$ cat src/rtl/clm_pkg.sv
// Package: constants and types of the component lifetime monitor
package clm_pkg;

   // ------------------------------------------------------------
   // Clock and timing
   // ------------------------------------------------------------
   localparam int CLK_HZ          = 10_000_000;
   localparam int SEC_S           = 1;
   localparam int SEC_CYCLES_DEF  = SEC_S * CLK_HZ;
   localparam int TICK_US         = 10;
   localparam int TICK_CYCLES     = TICK_US * (CLK_HZ / 1_000_000);
   localparam logic [15:0] HOUR_S = 16'h0E10;   // 3600 s

   // ------------------------------------------------------------
   // Judgment levels and special codes
   // ------------------------------------------------------------
   localparam logic [7:0]  BUS_PCT_TH   = 8'h55;    // 85 %
   localparam logic [7:0]  PCT_FULL     = 8'h64;    // 100 %
   localparam logic [7:0]  PCT_MAX      = 8'hFF;
   localparam logic [15:0] BRD_HOURS_TH = 16'hEE48; // 61000 h
   localparam logic [15:0] FAN_TH_SMALL = 16'h9C40; // 40000 h
   localparam logic [15:0] FAN_TH_LARGE = 16'h55F0; // 22000 h
   localparam logic [15:0] CNT_MAX      = 16'hFFFF;
   localparam logic [15:0] CODE_ARM     = 16'h0000;
   localparam logic [15:0] CODE_FAIL    = 16'h0001;
   localparam logic [15:0] CODE_RESTORE = 16'h0002;

   // Ambient weighting of board capacitor time
   localparam logic [7:0]  TEMP_REF     = 8'h28;    // 40 C
   localparam logic [7:0]  TEMP_HOT     = 8'h32;    // 50 C
   localparam logic [15:0] WEIGHT_COOL  = 16'h0001;
   localparam logic [15:0] WEIGHT_WARM  = 16'h0002;
   localparam logic [15:0] WEIGHT_HOT   = 16'h0004;
   localparam logic [7:0]  COND_TEMP_TOL = 8'h05;

   // ------------------------------------------------------------
   // Register map and fields
   // ------------------------------------------------------------
   localparam logic [7:0] ADDR_MAINT = 8'h00;
   localparam logic [7:0] ADDR_MEAS  = 8'h04;
   localparam logic [7:0] ADDR_INIT  = 8'h08;
   localparam logic [7:0] ADDR_STAT  = 8'h0C;
   localparam logic [7:0] ADDR_BRD   = 8'h10;
   localparam logic [7:0] ADDR_FAN   = 8'h14;
   localparam int MAINT_CRIT_BIT  = 3;
   localparam int MAINT_SEL_LSB   = 4;
   localparam int MAINT_NEG_BIT   = 8;
   localparam int MAINT_LARGE_BIT = 9;
   localparam int STAT_PCT_LSB    = 8;
   localparam logic MAINT_CRIT_RST = 1'b0;
   localparam logic [2:0] SEL_RELAY_GEN = 3'h4;
   localparam logic [2:0] SEL_RELAY_ALM = 3'h5;

   // ------------------------------------------------------------
   // Types
   // ------------------------------------------------------------
   typedef struct packed {
      logic       main_power_on;
      logic       bus_discharged;
      logic       cap_voltage_on;
      logic       fan_running;
      logic       drive_running;
      logic [7:0] ambient_temp;
   } clm_pins_t;

   typedef struct packed {
      logic [3:0] transistor_out;
      logic       relay_output_general;
      logic       relay_output_alarm;
      logic       lifetime_alarm;
      logic       measuring_ind;
   } clm_outs_t;

   typedef enum logic [0:0] {CLM_IDLE, CLM_DISCH} clm_mstate_t;

endpackage : clm_pkg

$ cat src/rtl/clm_monitor.sv
// Component lifetime monitor with APB register access
//
// Summary of operation
// - Report bus capacitance as percent of reference
// - Bus alarm when percent at or below 85
// - Board capacitor hours weighted by ambient temperature
// - Board and fan time counted in hours
// - Board alarm at 61000 hours or more
// - Fan hours count only while fan runs
// - Fan alarm 40000 small, 22000 large drives
// - Any alarm drives selected output terminal
// - Maintenance bit 3 selects user conditions
// - Selection bit resets to factory conditions
// - Both codes zero while stopped arms capture
// - Capture stores measurement conditions automatically
// - Show in-progress indication while measuring
// - Successful capture reads back 100 percent with maintenance bit 3 set
// - Failed capture writes 0001 to both codes
// - Writing 0002 restores factory reference
// - Measure every switch-off when conditions met
// - Negative logic: outputs on while not running
//
// Design decisions made here: the APB register port and the register addresses.
`timescale 1ns/1ps
`default_nettype none
module clm_monitor
   import clm_pkg::*;
#(
   parameter logic [23:0] SEC_CYCLES  = 24'(SEC_CYCLES_DEF),
   parameter logic [15:0] FACTORY_REF = 16'h1000,
   parameter logic [7:0]  FACTORY_TEMP = 8'h19
)
(
   input  wire logic        pclk,
   input  wire logic        presetn,
   input  wire logic [7:0]  paddr,
   input  wire logic        psel,
   input  wire logic        penable,
   input  wire logic        pwrite,
   input  wire logic [31:0] pwdata,
   output logic      [31:0] prdata,
   output logic             pready,
   output logic             pslverr,
   input  wire clm_pins_t   pins,
   output clm_outs_t        outs
);

   // ------------------------------------------------------------
   // State
   // ------------------------------------------------------------
   typedef struct packed {
      clm_pins_t   s1;
      clm_pins_t   s2;
      logic        pwr_prev;
      logic [23:0] sec_cnt;
      logic [15:0] brd_sec;
      logic [15:0] brd_hours;
      logic [15:0] fan_sec;
      logic [15:0] fan_hours;
      logic        crit_user;
      logic [2:0]  out_sel;
      logic        neg_logic;
      logic        fan_large;
      logic [15:0] meas_code;
      logic [15:0] init_code;
      logic        armed;
      logic        user_valid;
      logic        cond_fan;
      logic [7:0]  cond_temp;
      clm_mstate_t mst;
      logic        capture;
      logic        pend_fan;
      logic [7:0]  pend_temp;
      logic [7:0]  tick;
      logic [15:0] dis_cnt;
      logic [22:0] rem;
      logic [7:0]  quo;
      logic [7:0]  pct;
      logic        div_ok, pct_rdy;
      logic        bus_alarm;
      logic        brd_alarm;
      logic        fan_alarm;
      clm_outs_t   outs;
      logic [31:0] prdata;
   } clm_state_t;

   function automatic clm_state_t rst_state();
      clm_state_t r;
      r = '0;
      r.crit_user = MAINT_CRIT_RST;
      r.init_code = FACTORY_REF;
      r.meas_code = FACTORY_REF;
      r.cond_fan  = 1'b1;
      r.cond_temp = FACTORY_TEMP;
      return r;
   endfunction : rst_state

   localparam clm_state_t RST_S = rst_state();

   clm_state_t q;
   clm_state_t d;

   // ------------------------------------------------------------
   // Helpers
   // ------------------------------------------------------------
   function automatic logic addr_ok(input logic [7:0] a);
      return (a == ADDR_MAINT) || (a == ADDR_MEAS) || (a == ADDR_INIT) ||
             (a == ADDR_STAT)  || (a == ADDR_BRD)  || (a == ADDR_FAN);
   endfunction : addr_ok

   function automatic logic [15:0] sat_inc(input logic [15:0] v);
      return (v == CNT_MAX) ? v : v + 16'h0001;
   endfunction : sat_inc

   function automatic logic [7:0] abs_diff(input logic [7:0] a,
                                           input logic [7:0] b);
      return (a > b) ? a - b : b - a;
   endfunction : abs_diff

   // Hotter air ages the electrolyte faster
   function automatic logic [15:0] temp_weight(input logic [7:0] t);
      if (t > TEMP_HOT)
         return WEIGHT_HOT;
      else if (t > TEMP_REF)
         return WEIGHT_WARM;
      else
         return WEIGHT_COOL;
   endfunction : temp_weight

   // ------------------------------------------------------------
   // Next state
   // ------------------------------------------------------------
   logic        use_user;
   logic        ref_fan;
   logic [7:0]  ref_temp;
   logic [15:0] ref_val;
   logic        pct_valid;
   logic        cond_ok;
   logic        pwr_fall;
   logic        sec_tick;
   logic        wr;
   logic        any_alarm;
   logic        out_on;
   logic [31:0] rd;

   always_comb
   begin
      d = q;
      d.s1 = pins;
      d.s2 = q.s1;
      d.pwr_prev = q.s2.main_power_on;

      use_user  = q.crit_user && q.user_valid;
      ref_fan   = use_user ? q.cond_fan : 1'b1;
      ref_temp  = use_user ? q.cond_temp : FACTORY_TEMP;
      ref_val   = use_user ? q.init_code : FACTORY_REF;
      pct_valid = (ref_val > CODE_RESTORE) && (q.meas_code > CODE_RESTORE);
      cond_ok   = (q.s2.fan_running == ref_fan) &&
                  (abs_diff(q.s2.ambient_temp, ref_temp) <= COND_TEMP_TOL);
      pwr_fall  = q.pwr_prev && !q.s2.main_power_on;

      // Hour base
      sec_tick = (q.sec_cnt == SEC_CYCLES - 24'h000001);
      d.sec_cnt = sec_tick ? '0 : q.sec_cnt + 24'h000001;
      if (sec_tick && q.s2.cap_voltage_on)
      begin
         d.brd_sec = q.brd_sec + temp_weight(q.s2.ambient_temp);
         if (d.brd_sec >= HOUR_S)
         begin
            d.brd_sec   = d.brd_sec - HOUR_S;
            d.brd_hours = sat_inc(q.brd_hours);
         end
      end
      if (sec_tick && q.s2.fan_running)
      begin
         d.fan_sec = q.fan_sec + WEIGHT_COOL;
         if (d.fan_sec >= HOUR_S)
         begin
            d.fan_sec   = '0;
            d.fan_hours = sat_inc(q.fan_hours);
         end
      end

      // Percent by subtraction; validity rides with the loaded operands
      if ((q.rem >= {7'h00, ref_val}) && (q.quo != PCT_MAX) && q.div_ok)
      begin
         d.rem = q.rem - {7'h00, ref_val};
         d.quo = q.quo + 8'h01;
      end
      else
      begin
         d.pct     = q.div_ok ? q.quo : 8'h00;
         d.pct_rdy = q.div_ok;
         d.div_ok  = pct_valid;
         d.rem = 23'(q.meas_code) * 23'(PCT_FULL);
         d.quo = '0;
      end

      // Discharge measurement at switch-off
      case (q.mst)
         CLM_IDLE:
         begin
            if (pwr_fall && !q.s2.drive_running)
            begin
               if (q.armed || (cond_ok && ref_val > CODE_RESTORE))
               begin
                  d.mst       = CLM_DISCH;
                  d.capture   = q.armed;
                  d.pend_fan  = q.s2.fan_running;
                  d.pend_temp = q.s2.ambient_temp;
                  d.tick      = '0;
                  d.dis_cnt   = '0;
               end
            end
         end
         CLM_DISCH:
         begin
            if (q.tick == 8'(TICK_CYCLES - 1))
            begin
               d.tick    = '0;
               d.dis_cnt = sat_inc(q.dis_cnt);
            end
            else
               d.tick = q.tick + 8'h01;
            if (q.s2.bus_discharged)
            begin
               d.mst = CLM_IDLE;
               if (q.capture && q.dis_cnt > CODE_RESTORE)
               begin
                  d.init_code  = q.dis_cnt;
                  d.meas_code  = q.dis_cnt;
                  d.cond_fan   = q.pend_fan;
                  d.cond_temp  = q.pend_temp;
                  d.user_valid = 1'b1;
               end
               else if (q.capture)
               begin
                  d.init_code = CODE_FAIL;
                  d.meas_code = CODE_FAIL;
               end
               else if (q.dis_cnt > CODE_RESTORE)
                  d.meas_code = q.dis_cnt;
            end
            else if (q.s2.main_power_on || q.dis_cnt == CNT_MAX)
            begin
               // Power came back or bus never drained: no valid time
               d.mst = CLM_IDLE;
               if (q.capture)
               begin
                  d.init_code = CODE_FAIL;
                  d.meas_code = CODE_FAIL;
               end
            end
         end
         default:
            d.mst = CLM_IDLE;
      endcase

      // Register writes take effect at the access edge
      wr = psel && penable && pwrite && addr_ok(paddr);
      if (wr && paddr == ADDR_MAINT)
      begin
         d.crit_user = pwdata[MAINT_CRIT_BIT];
         d.out_sel   = pwdata[MAINT_SEL_LSB +: 3];
         d.neg_logic = pwdata[MAINT_NEG_BIT];
         d.fan_large = pwdata[MAINT_LARGE_BIT];
      end
      if (wr && paddr == ADDR_MEAS)
         d.meas_code = pwdata[15:0];
      if (wr && paddr == ADDR_INIT)
      begin
         if (pwdata[15:0] == CODE_RESTORE)
         begin
            d.init_code  = FACTORY_REF;
            d.cond_fan   = 1'b1;
            d.cond_temp  = FACTORY_TEMP;
            d.user_valid = 1'b0;
         end
         else
            d.init_code = pwdata[15:0];
      end
      // Armed while both codes hold zero, set only when stopped
      d.armed = (d.meas_code == CODE_ARM) && (d.init_code == CODE_ARM) &&
                (q.armed || !q.s2.drive_running);

      // Judgment levels
      d.bus_alarm = pct_valid && q.pct_rdy && (q.pct <= BUS_PCT_TH);
      d.brd_alarm = q.brd_hours >= BRD_HOURS_TH;
      d.fan_alarm = q.fan_hours >=
                    (q.fan_large ? FAN_TH_LARGE : FAN_TH_SMALL);

      // Terminal outputs
      any_alarm = q.bus_alarm || q.brd_alarm || q.fan_alarm;
      out_on = q.neg_logic ? (!q.s2.drive_running || !any_alarm)
                           : any_alarm;
      for (int i = 0; i < 4; i++)
         d.outs.transistor_out[i] = out_on && (q.out_sel == 3'(i));
      d.outs.relay_output_general = out_on && (q.out_sel == SEL_RELAY_GEN);
      d.outs.relay_output_alarm   = out_on && (q.out_sel == SEL_RELAY_ALM);
      d.outs.lifetime_alarm       = any_alarm;
      d.outs.measuring_ind        = (q.mst == CLM_DISCH);

      // Read data captured in the setup cycle
      rd = '0;
      case (paddr)
         ADDR_MAINT:
         begin
            rd[MAINT_CRIT_BIT]      = q.crit_user;
            rd[MAINT_SEL_LSB +: 3]  = q.out_sel;
            rd[MAINT_NEG_BIT]       = q.neg_logic;
            rd[MAINT_LARGE_BIT]     = q.fan_large;
         end
         ADDR_MEAS: rd[15:0] = q.meas_code;
         ADDR_INIT: rd[15:0] = q.init_code;
         ADDR_STAT:
         begin
            rd[0] = q.bus_alarm;
            rd[1] = q.brd_alarm;
            rd[2] = q.fan_alarm;
            rd[3] = (q.mst == CLM_DISCH);
            rd[4] = q.armed;
            rd[5] = q.user_valid;
            rd[STAT_PCT_LSB +: 8] = q.pct;
         end
         ADDR_BRD:  rd[15:0] = q.brd_hours;
         ADDR_FAN:  rd[15:0] = q.fan_hours;
         default:   rd = '0;
      endcase
      if (psel && !penable)
         d.prdata = rd;
   end

   always_ff @(posedge pclk or negedge presetn)
   begin
      if (!presetn)
         q <= RST_S;
      else
         q <= d;
   end

   assign prdata  = q.prdata;
   assign pready  = 1'b1;
   assign pslverr = psel && penable && !addr_ok(paddr);
   assign outs    = q.outs;

   logic cap_ok_ev, cap_fail_ev;
   assign cap_ok_ev   = q.mst == CLM_DISCH && q.capture &&
                        q.s2.bus_discharged && q.dis_cnt > CODE_RESTORE;
   assign cap_fail_ev = q.mst == CLM_DISCH && q.capture &&
                        !q.s2.bus_discharged && q.s2.main_power_on;
endmodule : clm_monitor
`default_nettype wire

$ cat config.mk
export PLATFORM = sky130hd
export DESIGN_NAME = clm_monitor
export DESIGN_NICKNAME = d
export VERILOG_FILES = /design/src/rtl/clm_pkg.sv /design/src/rtl/clm_monitor.sv
export SDC_FILE = /design/constraint.sdc
export NUM_CORES = 1
export LEC_CHECK = 0
export BUFFER_PORTS_ARGS = -buffer_cell sky130_fd_sc_hd__buf_2
export CAP_MARGIN = 0
export CORE_MARGIN = 4
export CORE_UTILIZATION = 60
export CTS_BUF_LIST = sky130_fd_sc_hd__clkbuf_4
export CTS_CLUSTER_DIAMETER = 30
export CTS_CLUSTER_SIZE = 12
export DETAILED_ROUTE_END_ITERATION = 16
export PLACE_DENSITY = 0.78
export RECOVER_POWER = 25
export SYNTH_ARGS = -nofsm -noshare
export SYNTH_HDL_FRONTEND = slang
export SYNTH_SLANG_ARGS = --single-unit
$ cat constraint.sdc
create_clock -name pclk -period 5.53 [get_ports pclk]
set_input_delay 1.106 -clock pclk [delete_from_list [all_inputs] [get_ports pclk]]
set_output_delay 1.106 -clock pclk [all_outputs]
set_load 0.01 [all_outputs]
## Word-level counts from Yosys, hierarchy flattened

Cells that the tools add are included.

- Bits in registers: 267
- Input port bits: 58
- Output and inout bits: 42

- Add/sub/neg operators: 12
- $mul: 1
- $lt $le $gt $ge: 13
- Equal/unequal tests: 22
- Multiplexer cells: 47
- Bitwise gates (word level): 3
- Reduce and logical (&&, ||, !) cells: 54

Operator list:

| operator | count |
|---|---|
| $mux W16 | 14 |
| $mux W32 | 7 |
| $mux W35 | 2 |
| $add A16 B1 Y16 const B | 4 |
| $mux W10 | 5 |
| $eq A16 B16 Y1 const B | 3 |
| $gt A16 B2 Y1 const B | 3 |
| $pmux W24 S2 | 1 |
| $ge A16 B12 Y1 const B | 2 |
| $logic_not A16 Y1 | 2 |
| $mux W8 | 4 |
| $mux W31 | 1 |
| $pmux W6 S5 | 1 |
| $logic_and A1 B1 Y1 | 29 |
| $add A24 B1 Y24 const B | 1 |
| $eq A24 B24 Y1 const B | 1 |
| $mux W24 | 1 |
| $ge A23 B16 Y1 | 1 |
| $sub A23 B16 Y23 | 1 |
| $mul A16 B5 Y21 const B | 1 |
| $pmux W3 S6 | 1 |
| $add A16 B16 Y16 | 1 |
| $add A8 B1 Y8 const B | 2 |
| $eq A16 B2 Y1 const B | 1 |
| 34 further kinds | 63 |

## Logic depth before layout (Yosys ltp)

- Depth after elaboration: 12
- Gate-level depth with buffers: 19

## Least setup slack after synthesis

OpenSTA, ideal clock, no wires.

- Path kind: register to register
- Start: reg q[258] (netlist name)
- End: reg q[228] (netlist name)
- Library setup time: 0.126 ns
- Arrival: 3.936 ns
- Data required time: 5.404 ns
- Path slack: 1.468 ns
- Stages on the path, launching flop included: 19
- Path buffers: 1
- Period minus slack after synthesis: 4.062 ns
- Cell sequence: dfrtp_1 -> o31ai_1 -> a21oi_1 -> nor3_1 -> nor2_1 -> ha_1 -> a211oi_2 -> nor2_2 -> xnor2_1 -> ha_1 -> and2_1 -> nand4_1 -> o32a_1 -> a311oi_1 -> o21ai_2 -> buf_2 -> o21ai_1 -> a21oi_1 -> a221o_1

- Word-level cells in the longest chain between the ends: 7

Ends and longest elaborated chain:

| what | RTL line | source |
|---|---|---|
| start, declared | clm_monitor.sv:100 | `clm_state_t q;` |
| start signal, assigned | clm_monitor.sv:336 | `q <= RST_S;` |
| start signal, assigned | clm_monitor.sv:338 | `q <= d;` |
| $gt A8 B6 Y1 | clm_monitor.sv:124 | `else if (t > TEMP_REF)` |
| $mux W2 | clm_monitor.sv:124 |  |
| $mux W16 * | clm_monitor.sv:122 | `if (t > TEMP_HOT)` |
| $mux W16 * | clm_monitor.sv:165 | `if (sec_tick && q.s2.cap_voltage_on)` |
| $add A16 B16 Y16 * | clm_monitor.sv:167 | `d.brd_sec = q.brd_sec + temp_weight(q.s2.ambient_temp);` |
| $sub A16 B12 Y16 / $ge A16 B12 Y1 (equally long branches) | clm_monitor.sv:170, clm_monitor.sv:168 |  |
| $mux W32 * | clm_monitor.sv:168 | `if (d.brd_sec >= HOUR_S)` |

Mark *: on every way between the ends. The rest lies on a longest branch, timed or not. The select of a mux whose other input is x is not followed.
A chain may end at the register's enable or synchronous reset.

## Final worst setup path

- Start: reg q[258] (netlist name)
- End: reg q[212] (netlist name)

- Word-level cells in the longest chain between the ends: 7

Ends and longest elaborated chain:

| what | RTL line |
|---|---|
| $gt A8 B6 Y1 | clm_monitor.sv:124 |
| $mux W2 | clm_monitor.sv:124 |
| $mux W16 * | clm_monitor.sv:122 |
| $mux W16 * | clm_monitor.sv:165 |
| $add A16 B16 Y16 * | clm_monitor.sv:167 |
| $ge A16 B12 Y1 * | clm_monitor.sv:168 |
| $reduce_and A3 Y1 (no source line) * | - |

Marks and branches as above.

==> metrics.md <==
| Metric | Value |
|---|---|
| Post-route design area | 0.01831 mm2 |
| DRC Markers | 0 |
| # setup viols final | 0 |
| Starting Density | 61.02% |
| Final WL | 41010 um |
| Post-route clock skew | 0.09332 ns |
| First-pass GRT wire length | 67900 um |
| Most used routing layer | met2 |
| Synth area leaders | dfrtp_1 38%, ha_1 8.6%, xnor2_1 3.9%, nand2_1 3.5%, nor2_1 3.1% |
| CP max stage cell | o21ai_2 |
| XOR/XNOR Fraction of Synth Area | 6.750% |
| Drt pass-1 iters | 6 |
| Die width | 176.3 um |
| Grt met1 use | 35.74% |
| Clock root cell | clkbuf_4 |
| Post-CTS Setup Bufs | 0 |
| Max Fanout on Critical Path | 17 |
| Cell with the most instances after synthesis | dfrtp_1 |
| EDFF count, synth | 0 |
| CTS tree | done |
| CTS sink cnt | 267 |
| Synth Area per Inst | 9.386 um2 |
| Synth Warn # | 0 |
| Flops & latches, synth | 267 |
| H-tree depth | 2 |
| DR WL/cell | 18.07 um |
| P_sw | 0.001614 W |
| Ports | 100 |
| Slew Limit Fails | 107 |
| First DRT Iteration DRCs | 1083 |
| Post-DP HPWL | 29760 um |
| Logic pwr share | 21.7% |
| Async SR Flop Fraction | 100.0% |
| Critical path's top delay family | compound AO/OA/AOI/OAI gates |
| Max_cap viols | 1 |
| Port buffer count | 66 |
| Total grt overflow | 0 |
| Internal power | 0.003661 W |
| CP arrival | 5.64 ns |
| Max Root-Sink Buffers | 3 |
| Clk pwr share | 35.2% |
| Post-DP Area | 0.01740 mm2 |
| Final ANT Viol Nets | 0 |
| Switching Fraction | 30.60% |
| Synth cell types | 88 |
| All-Layer GR Usage | 26.38% |
| Largest net degree at the start of global routing | 130 |
| Worst path max stage delay | 0.68 ns |
| Worst Tran Pin Value | 2.631 ns |
| Hold Path Class | reg -> reg |
| Outcome | complete, but fails checks |
| Synth Area in Compound Gates | 14.83% |
| Vias per Instance | 6.065 |
| Register cell area after layout | 0.006689 mm2 |
| CP Capture Type | flop |
| Critical path type | reg -> reg |
| Filler cell count | 2260 |
| CP Cell Sequence | o31ai_1 -> a21oi_1 -> nor3_1 -> ha_1 -> fa_1 -> a21o_1 -> nand2_1 -> xnor2_1 -> inv_1 -> ha_1 -> and2_1 -> nand4_1 -> o32a_1 -> a311oi_1 -> o21ai_2 -> nand4_1 -> nor3_1 -> xnor2_1 |
| Layout cell share with drive strength beyond 1 | 12.06% |
| Gate Count Post-Synth | 1811 |
| Violated checks | capacitance limit, slew limit |
| Seq pwr share | 43.1% |
| FMAX | 0.2003 GHz |
| Leak pwr | 8.747 nW |
| Die area | 0.03109 mm2 |
| Count of final hold-check violations | 0 |
| Period utilization | 90.27% |
| Total CTS buffers | 56 |
| CORE AREA | 0.02786 mm2 |
| Final nets | 2039 |
| Commonest cells post-synth | 261 x dfrtp_1, 160 x nand2_1, 140 x nor2_1 |
| Pwr/cell area | 288.1 mW/mm2 |
| Multi-input gate area in the final layout | 0.009358 mm2 |
| Post-synth top area share | 38.42% |
| Hold buffers post-CTS | 0 |
| RSZ-0062 raised after global routing | false |
| Routability Congestion | 0.9302 |
| Chip height | 176.3 um |
| Simple-Gate Fraction of Synth Area | 18.15% |
| Vias in the first global route | 13.60k |
| Slew HR | -75.38% |
| CTS resizes | 0 |
| Main combinational cell family by area after synthesis | simple AND/OR/NAND/NOR gates |
| Synth area leader | dfrtp_1 |
| CP bufs+invs | 1 |
| Peak supply drop | 0.0001809 V |
| Initial antenna violation count | 2 |
| Layout area overhead | 7.699% |
| DR vias | 13.76k |
| Setup TNS | 0 ns |
| Adder-cell share of the synthesized area | 10.38% |
| Critical path launch point type | flop |
| Seq/Total Area, Yosys | 39.35% |
| CTS clk-pin slew, worst paths | 0.09 ns |
| Main synth FF type | dfrtp_1 |
| Clock latency at the later pin of the worst-skew pair | 0.73 ns |
| Core Rows | 61 |
| Mux share of post-synthesis cell area | 4.372% |
| GR Layer Usage met2 | 42.43% |
| Routing usage on met3 | 5.482% |
| Post-synthesis instance area | 0.01700 mm2 |
| Worst EP required | 6.18 ns |
| Minimum clock period | 4.992 ns |
-- kinds of logic after synthesis --
| logic type | Yosys count |
|---|---|
| flip-flops | 267 |
| AND/OR/NAND/NOR | 610 |
| multiplexers | 71 |
| adder cells (fa/ha/maj) | 132 |
| AO/OA/AOI/OAI | 370 |
| other | 2 |
| buffers and inverters | 228 |
| XOR/XNOR | 131 |
-- cells in the final DEF, fill, tap and decap left out, types with 13 or more instances in the layout --
cell      synthesis  layout
xor2_1           56      56
nor4_1           15      14
fa_1             15      15
a21oi_1          73      73
nor3_1           39      39
and2_1           21      21
nand4_1          31      31
dfrtp_1         261     261
xnor2_1          75      75
buf_2            19      65
or3_1            14      14
mux2_2           17      17
a211oi_1         13      13
a21o_1           21      21
o21ai_0          60      59
o21ai_1          21      22
nor2_1          140     140
nand2_1         160     160
and3_1           36      36
nor2b_1          19      19
clkbuf_4          0      65
mux2i_1          45      45
a221oi_1         38      38
ha_1            117     117
o31ai_1          19      19
conb_1            2      17
a31oi_1          17      17
inv_1           114     114
nand3_1          57      57
nand2b_1         21      21
a22oi_1          15      15
-- routing by layer --
metal  wire [um]  part of all wire [%]
met1       17080                    42
met5           7                 0.017
met2       19020                    46
met3        3492                   8.5
met4        1406                   3.4
-- stage by stage --
| stage | setup WS [ns] | instances | util, % | power [W] | hold slack (ns) |
|---|---|---|---|---|---|
| floorplan | 1.468 | 1826 | - | 0.003161 | 0.3312 |
| global placement | 0.7262 | 2169 | 62.45 | 0.003394 | 0.3348 |
| detailed placement | 0.5733 | 2169 | 62.45 | 0.003448 | 0.3347 |
| CTS | 0.5361 | 2268 | 65.76 | 0.005326 | 0.3348 |
| global route | 0.08748 | 2269 | 65.72 | 0.005586 | 0.3441 |
| finish | 0.5382 | 2269 | 65.72 | 0.005275 | 0.3373 |
-- path summary, 6_finish.rpt --
check                      slack (ns)     end    start  cells past startpoint
max                              0.54  q[212]   q[258]                     18
min                              0.34  q[267]   d[267]                      0
max reg2reg                      0.54  q[212]   q[258]                     18
min reg2reg                      0.34  q[267]   d[267]                      0
max in group asynchronous        2.68  q[107]  presetn                      2
min in group asynchronous        1.25  q[232]  presetn                      1
-- layout make-up --
| class | count | share of cell area, % |
|---|---|---|
| multi-input cells | 1331 | 51.11 |
| flip-flops and latches | 267 | 36.54 |
| clock buffers | 65 | 2.665 |
| well taps | 378 | 2.583 |
| repair buffers | 79 | 2.385 |
| clock inverters | 34 | 2.365 |
| inverters | 114 | 2.337 |
| diodes | 1 | 0.01367 |
-- registers in the layout (all words and copies together) (netlist names) --
register,flops
q,228
outs,8
d,15
prdata,16
-- power by group through the flow --
stage                     Combinational [W]  Clock (W)  Sequential (W)
final                               0.00115    0.00185         0.00228
after global routing                0.00129    0.00200         0.00229
after CTS                           0.00115    0.00191         0.00227
after detailed placement            0.00114          0         0.00231
after global placement              0.00109          0         0.00230
after floorplan                    0.000901          0         0.00226
Note: power is estimated with default switching activity, not from simulation.
